**src/otf_pkg.sv**
```systemverilog
package otf_pkg;

    // Command codes of the two registers
    localparam logic [7:0]  OTF_CMD_THRESHOLD   = 8'h4F;
    localparam logic [7:0]  OTF_CMD_ACTION      = 8'h50;

    // Reset values
    localparam logic [15:0] OTF_THRESHOLD_RESET = 16'h0091;
    localparam logic [7:0]  OTF_ACTION_RESET    = 8'h3F;

    // Mantissa field, exponent field is fixed zero
    localparam int          OTF_MANT_LSB        = 0;
    localparam int          OTF_MANT_W          = 11;

    // Action register fields
    localparam int          OTF_IGNORE_BIT      = 7;
    localparam int          OTF_RETRY_MSB       = 5;
    localparam int          OTF_RETRY_LSB       = 3;

    // Supported programming range and hysteresis, degrees
    localparam logic [10:0] OTF_MANT_MIN        = 11'h078;
    localparam logic [10:0] OTF_MANT_MAX        = 11'h0A5;
    localparam logic [10:0] OTF_HYSTERESIS      = 11'h014;

    // Retry field codes
    localparam logic [2:0]  OTF_RETRY_NONE      = 3'h0;
    localparam logic [2:0]  OTF_RETRY_ALWAYS    = 3'h7;

    // Ramp durations waited before each restart
    localparam logic [3:0]  OTF_RETRY_RAMPS     = 4'h7;

    // Soft start ramp time and its count of cycles
    localparam int          OTF_CLK_HZ          = 10_000_000;
    localparam int          OTF_RAMP_US         = 1000;
    localparam int          OTF_RAMP_CYCLES     =
        (OTF_RAMP_US * (OTF_CLK_HZ / 1_000_000));

    // Register write request
    typedef struct packed {
        logic        strobe;
        logic [7:0]  command;
        logic [15:0] data;
    } otf_wr_t;

    // Status toward the summary and temperature registers
    typedef struct packed {
        logic summary_overtemp_flag;
        logic overtemp_fault_flag;
        logic comm_fault_flag;
        logic invalid_data_flag;
    } otf_status_t;

    typedef enum logic [1:0] {
        OTF_RUN      = 2'b00,
        OTF_OFF_HOLD = 2'b01,
        OTF_WAIT     = 2'b10,
        OTF_RESTART  = 2'b11
    } otf_state_t;

endpackage

```
**src/otf_sync.sv**
```systemverilog
`timescale 1ns/1ps
`default_nettype none
module otf_sync
    import otf_pkg::*;
#(
    parameter int W = 1
) (
    // Clock and reset
    input  wire logic         mclk,
    input  wire logic         reset_n,
    // Levels
    input  wire logic [W-1:0] async_in,
    output logic      [W-1:0] sync_out
);
    logic [W-1:0] meta_r;

    // First stage feeds only the second
    always_ff @(posedge mclk) begin
        if (!reset_n) begin
            meta_r   <= '0;
            sync_out <= '0;
        end else begin
            meta_r   <= async_in;
            sync_out <= meta_r;
        end
    end
endmodule // otf_sync
`default_nettype wire

```
**src/otf_retry_timer.sv**
```systemverilog
`timescale 1ns/1ps
`default_nettype none
module otf_retry_timer
    import otf_pkg::*;
#(
    parameter int RAMP_CYCLES = OTF_RAMP_CYCLES
) (
    // Clock and reset
    input  wire logic mclk,
    input  wire logic reset_n,
    // Control
    input  wire logic start,
    output logic      done
);
    localparam int CW = $clog2(RAMP_CYCLES + 1);

    logic [CW-1:0] cyc_r;
    logic [3:0]    ramps_r;
    logic          busy_r;

    // Counts seven whole ramp durations
    always_ff @(posedge mclk) begin
        if (!reset_n) begin
            cyc_r   <= '0;
            ramps_r <= 4'h0;
            busy_r  <= 1'b0;
            done    <= 1'b0;
        end else begin
            done <= 1'b0;
            if (start) begin
                cyc_r   <= '0;
                ramps_r <= 4'h0;
                busy_r  <= 1'b1;
            end else if (busy_r) begin
                if (cyc_r == CW'(RAMP_CYCLES - 1)) begin
                    cyc_r <= '0;
                    if (ramps_r == OTF_RETRY_RAMPS - 4'h1) begin
                        busy_r <= 1'b0;
                        done   <= 1'b1;
                    end
                    ramps_r <= ramps_r + 4'h1;
                end else begin
                    cyc_r <= cyc_r + CW'(1);
                end
            end
        end
    end
endmodule // otf_retry_timer
`default_nettype wire

```
**src/otf_fault_ctrl.sv**
```systemverilog
`timescale 1ns/1ps
`default_nettype none
module otf_fault_ctrl
    import otf_pkg::*;
#(
    parameter int RAMP_CYCLES = OTF_RAMP_CYCLES
) (
    // Clock and reset
    input  wire logic         mclk,
    input  wire logic         reset_n,
    // Register write port
    input  wire otf_wr_t      wr,
    input  wire logic         store_all_defaults,
    input  wire logic         restore_defaults,
    // Status clearing and off command by the host
    input  wire logic         clear_faults,
    input  wire logic         commanded_off,
    // Sensing, from outside the clock domain
    input  wire logic [10:0]  ext_temperature,
    input  wire logic         bandgap_overtemp,
    input  wire logic [10:0]  overtemp_warning_threshold,
    // Register read back
    output logic [15:0]       overtemp_fault_threshold,
    output logic [7:0]        overtemp_fault_action,
    output otf_status_t       status,
    output logic              smbalert_n,
    // Power stage control
    output logic              output_enable,
    output logic              soft_start_req,
    // Nonvolatile image
    output logic              nvm_write,
    output logic [10:0]       nvm_threshold,
    output logic [1:0]        nvm_action
);
    logic [10:0] temp_s;
    logic        bg_s;
    logic [10:0] mant_r;
    logic        ignore_r;
    logic        retry_r;
    logic        fault_r;
    logic        bg_fault_r;
    logic        reject;
    logic        trip;
    logic        shut_evt;
    logic        tmr_done;
    logic        tmr_start;
    logic [10:0] wmant;
    logic [2:0]  wretry;
    logic [10:0] release_lvl;
    logic [10:0] temp_prev_r;
    logic [10:0] temp_r;
    otf_state_t  state_r;
    otf_state_t  state_nxt;

    // Word is synchronised per bit and may tear; see the guard below
    otf_sync #(.W(12)) otf_sync_i (
        .mclk     (mclk),
        .reset_n  (reset_n),
        .async_in ({bandgap_overtemp, ext_temperature}),
        .sync_out ({bg_s, temp_s})
    );

    otf_retry_timer #(.RAMP_CYCLES(RAMP_CYCLES)) otf_retry_timer_i (
        .mclk    (mclk),
        .reset_n (reset_n),
        .start   (tmr_start),
        .done    (tmr_done)
    );

    assign wmant  = wr.data[OTF_MANT_W-1:OTF_MANT_LSB];
    assign wretry = wr.data[OTF_RETRY_MSB:OTF_RETRY_LSB];

    // Validate writes
    always_comb begin
        reject = 1'b0;
        if (wr.strobe && wr.command == OTF_CMD_THRESHOLD) begin
            if (wmant <= overtemp_warning_threshold) begin
                reject = 1'b1;
            end
        end
        if (wr.strobe && wr.command == OTF_CMD_ACTION) begin
            if (wretry != OTF_RETRY_NONE && wretry != OTF_RETRY_ALWAYS) begin
                reject = 1'b1;
            end
        end
    end

    // Threshold mantissa; exponent bits are never stored
    always_ff @(posedge mclk) begin
        if (!reset_n) begin
            mant_r <= OTF_THRESHOLD_RESET[10:0];
        end else if (restore_defaults) begin
            mant_r <= OTF_THRESHOLD_RESET[10:0];
        end else if (wr.strobe && !reject &&
                     wr.command == OTF_CMD_THRESHOLD) begin
            mant_r <= wmant;
        end
    end

    // Only bits 7 and 5 are held; the rest are derived
    always_ff @(posedge mclk) begin
        if (!reset_n) begin
            ignore_r <= OTF_ACTION_RESET[OTF_IGNORE_BIT];
            retry_r  <= OTF_ACTION_RESET[OTF_RETRY_MSB];
        end else if (restore_defaults) begin
            ignore_r <= OTF_ACTION_RESET[OTF_IGNORE_BIT];
            retry_r  <= OTF_ACTION_RESET[OTF_RETRY_MSB];
        end else if (wr.strobe && !reject &&
                     wr.command == OTF_CMD_ACTION) begin
            ignore_r <= wr.data[OTF_IGNORE_BIT];
            retry_r  <= wr.data[OTF_RETRY_MSB];
        end
    end

    // Read back, delay bits mirror bit 5
    always_ff @(posedge mclk) begin
        if (!reset_n) begin
            overtemp_fault_threshold <= OTF_THRESHOLD_RESET;
            overtemp_fault_action    <= OTF_ACTION_RESET;
        end else begin
            overtemp_fault_threshold <= {5'h00, mant_r};
            overtemp_fault_action    <= {ignore_r, 1'b0, {3{retry_r}},
                                         {3{retry_r}}};
        end
    end

    // Save strobe toward the nonvolatile store
    always_ff @(posedge mclk) begin
        if (!reset_n) begin
            nvm_write <= 1'b0;
        end else begin
            nvm_write <= store_all_defaults;
        end
    end

    // Nonvolatile save holds one retry bit only
    always_ff @(posedge mclk) begin
        if (!reset_n) begin
            nvm_threshold <= 11'h000;
            nvm_action    <= 2'h0;
        end else if (store_all_defaults) begin
            nvm_threshold <= mant_r;
            nvm_action    <= {ignore_r, retry_r};
        end
    end

    // A word caught mid-change differs between two samples, so only a
    // word seen twice in a row is used; a pin that never settles keeps
    // the last steady value
    always_ff @(posedge mclk) begin
        if (!reset_n) begin
            temp_prev_r <= 11'h000;
            temp_r      <= 11'h000;
        end else begin
            temp_prev_r <= temp_s;
            if (temp_s == temp_prev_r) begin
                temp_r <= temp_s;
            end
        end
    end

    // Trip above threshold, release at threshold less hysteresis
    assign release_lvl = (mant_r > OTF_HYSTERESIS) ?
                         (mant_r - OTF_HYSTERESIS) : 11'h000;
    assign trip = !fault_r && (temp_r > mant_r);

    always_ff @(posedge mclk) begin
        if (!reset_n) begin
            fault_r <= 1'b0;
        end else if (trip) begin
            fault_r <= 1'b1;
        end else if (fault_r && temp_r <= release_lvl) begin
            fault_r <= 1'b0;
        end
    end

    // Internal detector is a single bit; no tear guard needed
    always_ff @(posedge mclk) begin
        if (!reset_n) begin
            bg_fault_r <= 1'b0;
        end else begin
            bg_fault_r <= bg_s;
        end
    end

    // Sticky status; a new event wins over a clear
    always_ff @(posedge mclk) begin
        if (!reset_n) begin
            status <= '0;
        end else begin
            if (trip || fault_r) begin
                status.summary_overtemp_flag <= 1'b1;
                status.overtemp_fault_flag   <= 1'b1;
            end else if (clear_faults) begin
                status.summary_overtemp_flag <= 1'b0;
                status.overtemp_fault_flag   <= 1'b0;
            end
            if (reject) begin
                status.comm_fault_flag   <= 1'b1;
                status.invalid_data_flag <= 1'b1;
            end else if (clear_faults) begin
                status.comm_fault_flag   <= 1'b0;
                status.invalid_data_flag <= 1'b0;
            end
        end
    end

    // No mask register here; every set flag raises the alert
    // Alert follows any set status, also in ignore mode
    always_ff @(posedge mclk) begin
        if (!reset_n) begin
            smbalert_n <= 1'b1;
        end else begin
            smbalert_n <= !(trip || reject || (|status));
        end
    end

    // Bandgap fault shuts down even when ignore is selected
    assign shut_evt = (fault_r && ignore_r) || bg_fault_r;
    // Timer runs only once both detectors have cleared
    assign tmr_start = (state_r == OTF_OFF_HOLD) && retry_r &&
                       !fault_r && !bg_fault_r && !commanded_off;

    // A shutdown event or off command during the wait aborts it; the count restarts later
    always_comb begin
        state_nxt = state_r;
        case (state_r)
            OTF_RUN: begin
                if (shut_evt) begin
                    state_nxt = OTF_OFF_HOLD;
                end
            end
            OTF_OFF_HOLD: begin
                // Restart only once cooled
                if (tmr_start) begin
                    state_nxt = OTF_WAIT;
                end else if (!retry_r && clear_faults && !shut_evt) begin
                    state_nxt = OTF_RUN;
                end
            end
            OTF_WAIT: begin
                if (shut_evt || commanded_off) begin
                    state_nxt = OTF_OFF_HOLD;
                end else if (tmr_done) begin
                    state_nxt = OTF_RESTART;
                end
            end
            OTF_RESTART: begin
                state_nxt = OTF_RUN;
            end
            default: begin
                state_nxt = OTF_OFF_HOLD;
            end
        endcase
    end

    always_ff @(posedge mclk) begin
        if (!reset_n) begin
            state_r <= OTF_RUN;
        end else begin
            state_r <= state_nxt;
        end
    end

    // Follows the next state so the output drops on the shutdown edge
    always_ff @(posedge mclk) begin
        if (!reset_n) begin
            output_enable <= 1'b1;
        end else begin
            output_enable <= (state_nxt == OTF_RUN) ||
                             (state_nxt == OTF_RESTART);
        end
    end

    // One pulse per restart, with the output turned back on
    always_ff @(posedge mclk) begin
        if (!reset_n) begin
            soft_start_req <= 1'b0;
        end else begin
            soft_start_req <= (state_nxt == OTF_RESTART);
        end
    end
endmodule // otf_fault_ctrl
`default_nettype wire

```
**config.mk**
```make
export PLATFORM = sky130hd
export DESIGN_NAME = otf_fault_ctrl
export DESIGN_NICKNAME = d
export VERILOG_FILES = /design/src/otf_pkg.sv /design/src/otf_sync.sv /design/src/otf_retry_timer.sv /design/src/otf_fault_ctrl.sv
export SDC_FILE = /design/constraint.sdc
export NUM_CORES = 1
export LEC_CHECK = 0
export ABC_AREA = 1
export BUFFER_PORTS_ARGS = -buffer_cell sky130_fd_sc_hd__buf_2
export CAP_MARGIN = 25
export CORE_MARGIN = 1
export CORE_UTILIZATION = 40
export DETAILED_ROUTE_END_ITERATION = 12
export SYNTH_ARGS = -nofsm -noshare
export SYNTH_HDL_FRONTEND = slang
export SYNTH_SLANG_ARGS = --single-unit
```
**constraint.sdc**
```tcl
create_clock -name mclk -period 2.4 [get_ports mclk]
set_clock_uncertainty 0.1 [all_clocks]
set_input_delay 0.12 -clock mclk [delete_from_list [all_inputs] [get_ports mclk]]
set_output_delay 0.12 -clock mclk [all_outputs]
set_load 0.05 [all_outputs]
```
# After elaboration in Yosys (flattened, before gate mapping)
# Index checks and enable logic that the tools add are counted.
# Widths: inputs -> output; s select.
[classes]
n_addsub = 3
order_cmp = 4
eq_ne = 10
n_mux = 22
bitwise = 3
reduce_logical = 39
[op_table]
columns = ["operator", "n"]
rows = [
  ["$le 11x11->1", 2],
  ["$eq 8x7->1 const B", 2],
  ["$mux 2", 8],
  ["$logic_and 1x1->1", 15],
  ["$add 14x1->14 const B", 1],
  ["$eq 14x14->1 const B", 1],
  ["$mux 14", 1],
  ["$eq 11x11->1", 1],
  ["$gt 11x11->1", 1],
  ["$gt 11x5->1 const B", 1],
  ["$mux 1", 11],
  ["$mux 11", 1],
  ["$sub 11x5->11 const B", 1],
  ["$pmux 2 s4", 1],
  ["$reduce_or 4->1", 2],
  ["$logic_not 1->1", 7],
  ["$eq 2x2->1 const B", 3],
  ["$logic_or 1x1->1", 6],
  ["$reduce_bool 2->1", 3],
  ["$add 4x1->4 const B", 1],
  ["$eq 4x3->1 const B", 1],
  ["$logic_not 2->1", 2],
  ["$reduce_or 2->1", 2],
  ["$ne 3x3->1 const B", 1],
  ["4 further kinds", 6],
]
[word_totals]
register_bits = 128
in_bits = 54
output_inout_bits = 45
wordCells = 109

# Depth between registers and ports, before layout
[depth]
ltp_word = 9
mapped_depth = 15
ltp_nobuf = 15

# Hierarchy
# A second synthesis with hierarchy kept.
[hier_totals]
cells_unflattened = 758
hier_area_um2 = 5591.6
[modules_own_cells]
columns = ["mod", "n_inst", "cells_each", "area_each_um2", "seq_area_each_um2"]
rows = [
  ["otf_fault_ctrl", 1, 517, 3779.9, 1421.4],
  ["otf_retry_timer", 1, 167, 1128.6, 400.4],
  ["otf_sync", 1, 74, 683.2, 480.5],
]

# Worst setup path before layout
# Ideal clock, no wire load.
[synth_path]
path_kind = "register -> register"
startpoint = "register mant_r[2]"
endpoint = "register fault_r"
setup_ps = 120
arrival_time_ps = 2046
required_ps = 2180
path_slack_ps = 134
path_stages_with_launch = 15
n_path_buf = 0
cell_sequence = "dfxtp_1 > inv_1 > ha_1 > or2_1 > nand2_1 > nor3_1 > or2_2 > nand3_1 > ha_1 > nand2_1 > nor2_1 > nand3_1 > o2111ai_1 > nand2_1 > a21oi_1"
[synth_via]
elab_chain_len = 5
elab_cells_between_ends = 9
cone_classes = "add/sub (1); order compare (3); mux (2); reduce/logical (3)"
[synth_rtl]
columns = ["item", "line", "source"]
rows = [
  ["start, declared", "otf_fault_ctrl.sv:37", "logic [10:0] mant_r;"],
  ["start signal, assigned", "otf_fault_ctrl.sv:91", "mant_r <= OTF_THRESHOLD_RESET[10:0];"],
  ["start signal, assigned", "otf_fault_ctrl.sv:93", "mant_r <= OTF_THRESHOLD_RESET[10:0];"],
  ["start signal, assigned", "otf_fault_ctrl.sv:96", "mant_r <= wmant;"],
  ["$sub 11x5->11 / $gt 11x5->1 (equally long branches)", "otf_fault_ctrl.sv:164, otf_fault_ctrl.sv:163", ""],
  ["$mux 11", "otf_fault_ctrl.sv:163", "assign release_lvl = (mant_r > OTF_HYSTERESIS) ?"],
  ["$le 11x11->1", "otf_fault_ctrl.sv:172", "end else if (fault_r && temp_r <= release_lvl) begin"],
  ["$logic_and 1x1->1", "otf_fault_ctrl.sv:172", ""],
  ["$reduce_bool 2->1 (no line)", "-", ""],
  ["end signal, assigned", "otf_fault_ctrl.sv:169", "fault_r <= 1'b0;"],
  ["end signal, assigned", "otf_fault_ctrl.sv:171", "fault_r <= 1'b1;"],
  ["end signal, assigned", "otf_fault_ctrl.sv:173", "fault_r <= 1'b0;"],
  ["end, declared", "otf_fault_ctrl.sv:40", "logic fault_r;"],
]
# Several ways; a longest one is shown, not always the timed one.
# A chain may end at the register's enable or synchronous reset.

# Worst setup path in the final report
[layout_path]
startpoint = "register mant_r[9]"
endpoint = "register fault_r"
# Same word-level chain as after synthesis.

==> impl_metrics.tcl <==
set metrics [dict create \
    outcome "completed" \
    insertion_delay_ns 0.42 \
    core-area_um2 12800 \
    cp-start-kind "flip-flop" \
    path_class "reg2reg" \
    ant_nets 0 \
    final_net_count 925 \
    hold_viol_final 0 \
    ys_seq_area_share_pct 43.1 \
    min_path_type "in2reg" \
    synth-main-ff-cell "dfxtp_1" \
    wl_met2_um 6060 \
    synth_area_um2 5340 \
    async_reset_ff_share_pct 0 \
    top_layer_used "met4" \
    cts_buffers 17 \
    rsz0062_at_grt "true" \
    final_common_cell "nand2_1" \
    final_cell_mix "152 x nand2_1, 112 x inv_1, 110 x dfxtp_1, 87 x buf_2, 71 x nor2_1" \
    cp.arrival_ns 2.52 \
    gr-total-overflow 0 \
    cts_tree "yes" \
    power.leakage_uw 0.00360 \
    antenna_found_initial 0 \
    met1_length_um 5600 \
    synth_seq_cells 115 \
    ys_warn_count 0 \
    via_per_inst 4.62 \
    slew_headroom_pct 43.4 \
    endpoint_kind "flip-flop" \
    dieArea_um2 13800 \
    worstPathRequired_ns 2.61 \
    setup_viol 0 \
    maxCapViolCount 0 \
    postLayoutCellArea_um2 6900 \
    postPlaceCellArea_um2 5890 \
    avgSynthCellArea_um2 7.46 \
    critPathMaxFanout 5 \
    rows 41 \
    slew_viol_final 0 \
    grt_max_degree 54 \
    max-vdd-ir-drop_mv 0.412 \
    synthDistinctLibCells 33 \
    tightest_slew_ns 0.846 \
    track_usage_pct 18.5 \
    min_period_ns 2.31 \
    min_period_over_period_pct 96.4 \
    synth_cells 716 \
    grt_pass1_vias 4388 \
    die_w_um 118 \
    portBuffers 87 \
    wl_per_cell_um 12.2 \
    clockRootBuffer "clkbuf_16" \
    power_uw 5160 \
    first_pass_iters 4 \
    antenna-diode-count 0 \
    fmax_ghz 0.432 \
    hpwl_um 9030 \
    clockBufferDepth 2 \
    remaining_drc_errors 0 \
    gp_congestion 0.856 \
    drt_iter0_markers 174 \
    cts_sinks 115 \
    wl_met3_um 434 \
    clkTransAtPathRegs_ns 0.06 \
    wl_um 12400 \
    drive_above_1_share_pct 19.5 \
    grt_pass1_wl_um 20300 \
    num_vias 4694 \
    num_io_pins 99 \
    synth-edff-count 0 \
    cts-htree-levels 4 \
    setup_tns_ns 0 \
    die_h_um 118 \
    syn_to_final_growth_pct 29.3 \
    start_util_pct 41.6 \
    power.density_nw_per_um2 747 \
]
per-stage QoR:
step / instances / util [%] / setup WS [ns] / hold WS (ns)
finish: 1017 / 53.8 / 0.0875 / 0.00890
CTS: 1014 / 52.7 / 0.0125 / 0.00556
global placement: 956 / 45.9 / 0.0937 / 0.204
global route: 1017 / 53.8 / -0.0633 / 0.0265
floorplan: 721 / - / 0.134 / 0.118
detailed placement: 956 / 45.9 / 0.0204 / 0.205
registers in the layout, summed over array words and instances (netlist names), 4 cells and up:
signal / count
overtemp_fault_threshold: 11
temp_r: 11
otf_retry_timer_i.ramps_r: 4
mant_r: 11
otf_sync_i.sync_out: 12
otf_retry_timer_i.cyc_r: 14
temp_prev_r: 11
nvm_threshold: 11
otf_sync_i.meta_r: 12
worst paths after layout:
kind | to | slack (ns) | cells after the start | start
setup / recovery | fault_r$_SDFFE_PN0P_ | 0.09 | 13 | mant_r[9]$_SDFFE_PP0P_
hold / removal | fault_r$_SDFFE_PN0P_ | 0.009 | 3 | reset_n
setup reg to reg | fault_r$_SDFFE_PN0P_ | 0.09 | 13 | mant_r[9]$_SDFFE_PP0P_
hold reg to reg | otf_sync_i.sync_out[5]$_SDFF_PN0_ | 0.31 | 2 | otf_sync_i.meta_r[5]$_SDFF_PN0_
timing repair:
action,CTS,global route
setup endpoints to repair,0,2
resized for setup,0,33
hold buffers,26,0
hold endpoints to repair,27,0
buffers inserted,0,3
kinds of logic after synthesis:
kind of cell    Yosys count  synth area share (%)
simple gates            305                  24.3
compound gates           92                  9.07
xor+xnor                 18                  2.95
flops                   115                  43.1
other cells               1                0.0702
fa+ha+maj                39                  9.14
buf+inv                 146                  11.4
synthesized netlist by cell type (5+ instances only):
master      n  area share, %
nand4_1    14            1.6
buf_4      15            2.1
nor2_1     75            5.3
inv_1     113            7.9
nor3_1     10           0.94
nand3_1    33            3.1
xnor2_1     9            1.5
a21oi_1    45            4.2
or2_2       5           0.59
o21ai_0    39            3.7
xor2_1      9            1.5
dfxtp_1   115             43
nand2_1   156             11
clkbuf_1   13           0.91
ha_1       39            9.1
where the power goes:
group	total, uW	switching, uW	internal, uW
registers	2040	54.8	1980
logic	564	358	207
clock network	2560	915	1640
area by class of cell:
cell class / instances / area [um^2]
fill: 1242 / 5920
sequential: 115 / 2310
multi-input combinational: 460 / 2570
clock inverter: 14 / 178
tap: 172 / 215
clock buffer: 18 / 429
timing repair buffer: 122 / 761
timing repair inverter: 1 / 7.51
inverter: 115 / 435
layer usage:
metal,global-route usage (%),vias up
li1,-,2478
met1,21.7,2109
met2,31.1,88
met3,5.23,19
met4,8.81,0
met5,0,-
critical path: stages (launching register included):
cell	delay, ns
dfxtp_4	0.36
buf_4	0.14
nor3_1	0.18
nand4_1	0.15
nand2_2	0.17
clkinvlp_4	0.20
nand2_2	0.14
ha_4	0.20
a21oi_1	0.15
o21ai_1	0.08
nand3_1	0.09
o2111ai_2	0.10
nand2_1	0.10
a21oi_2	0.05
(Power assumes the default switching activity.)
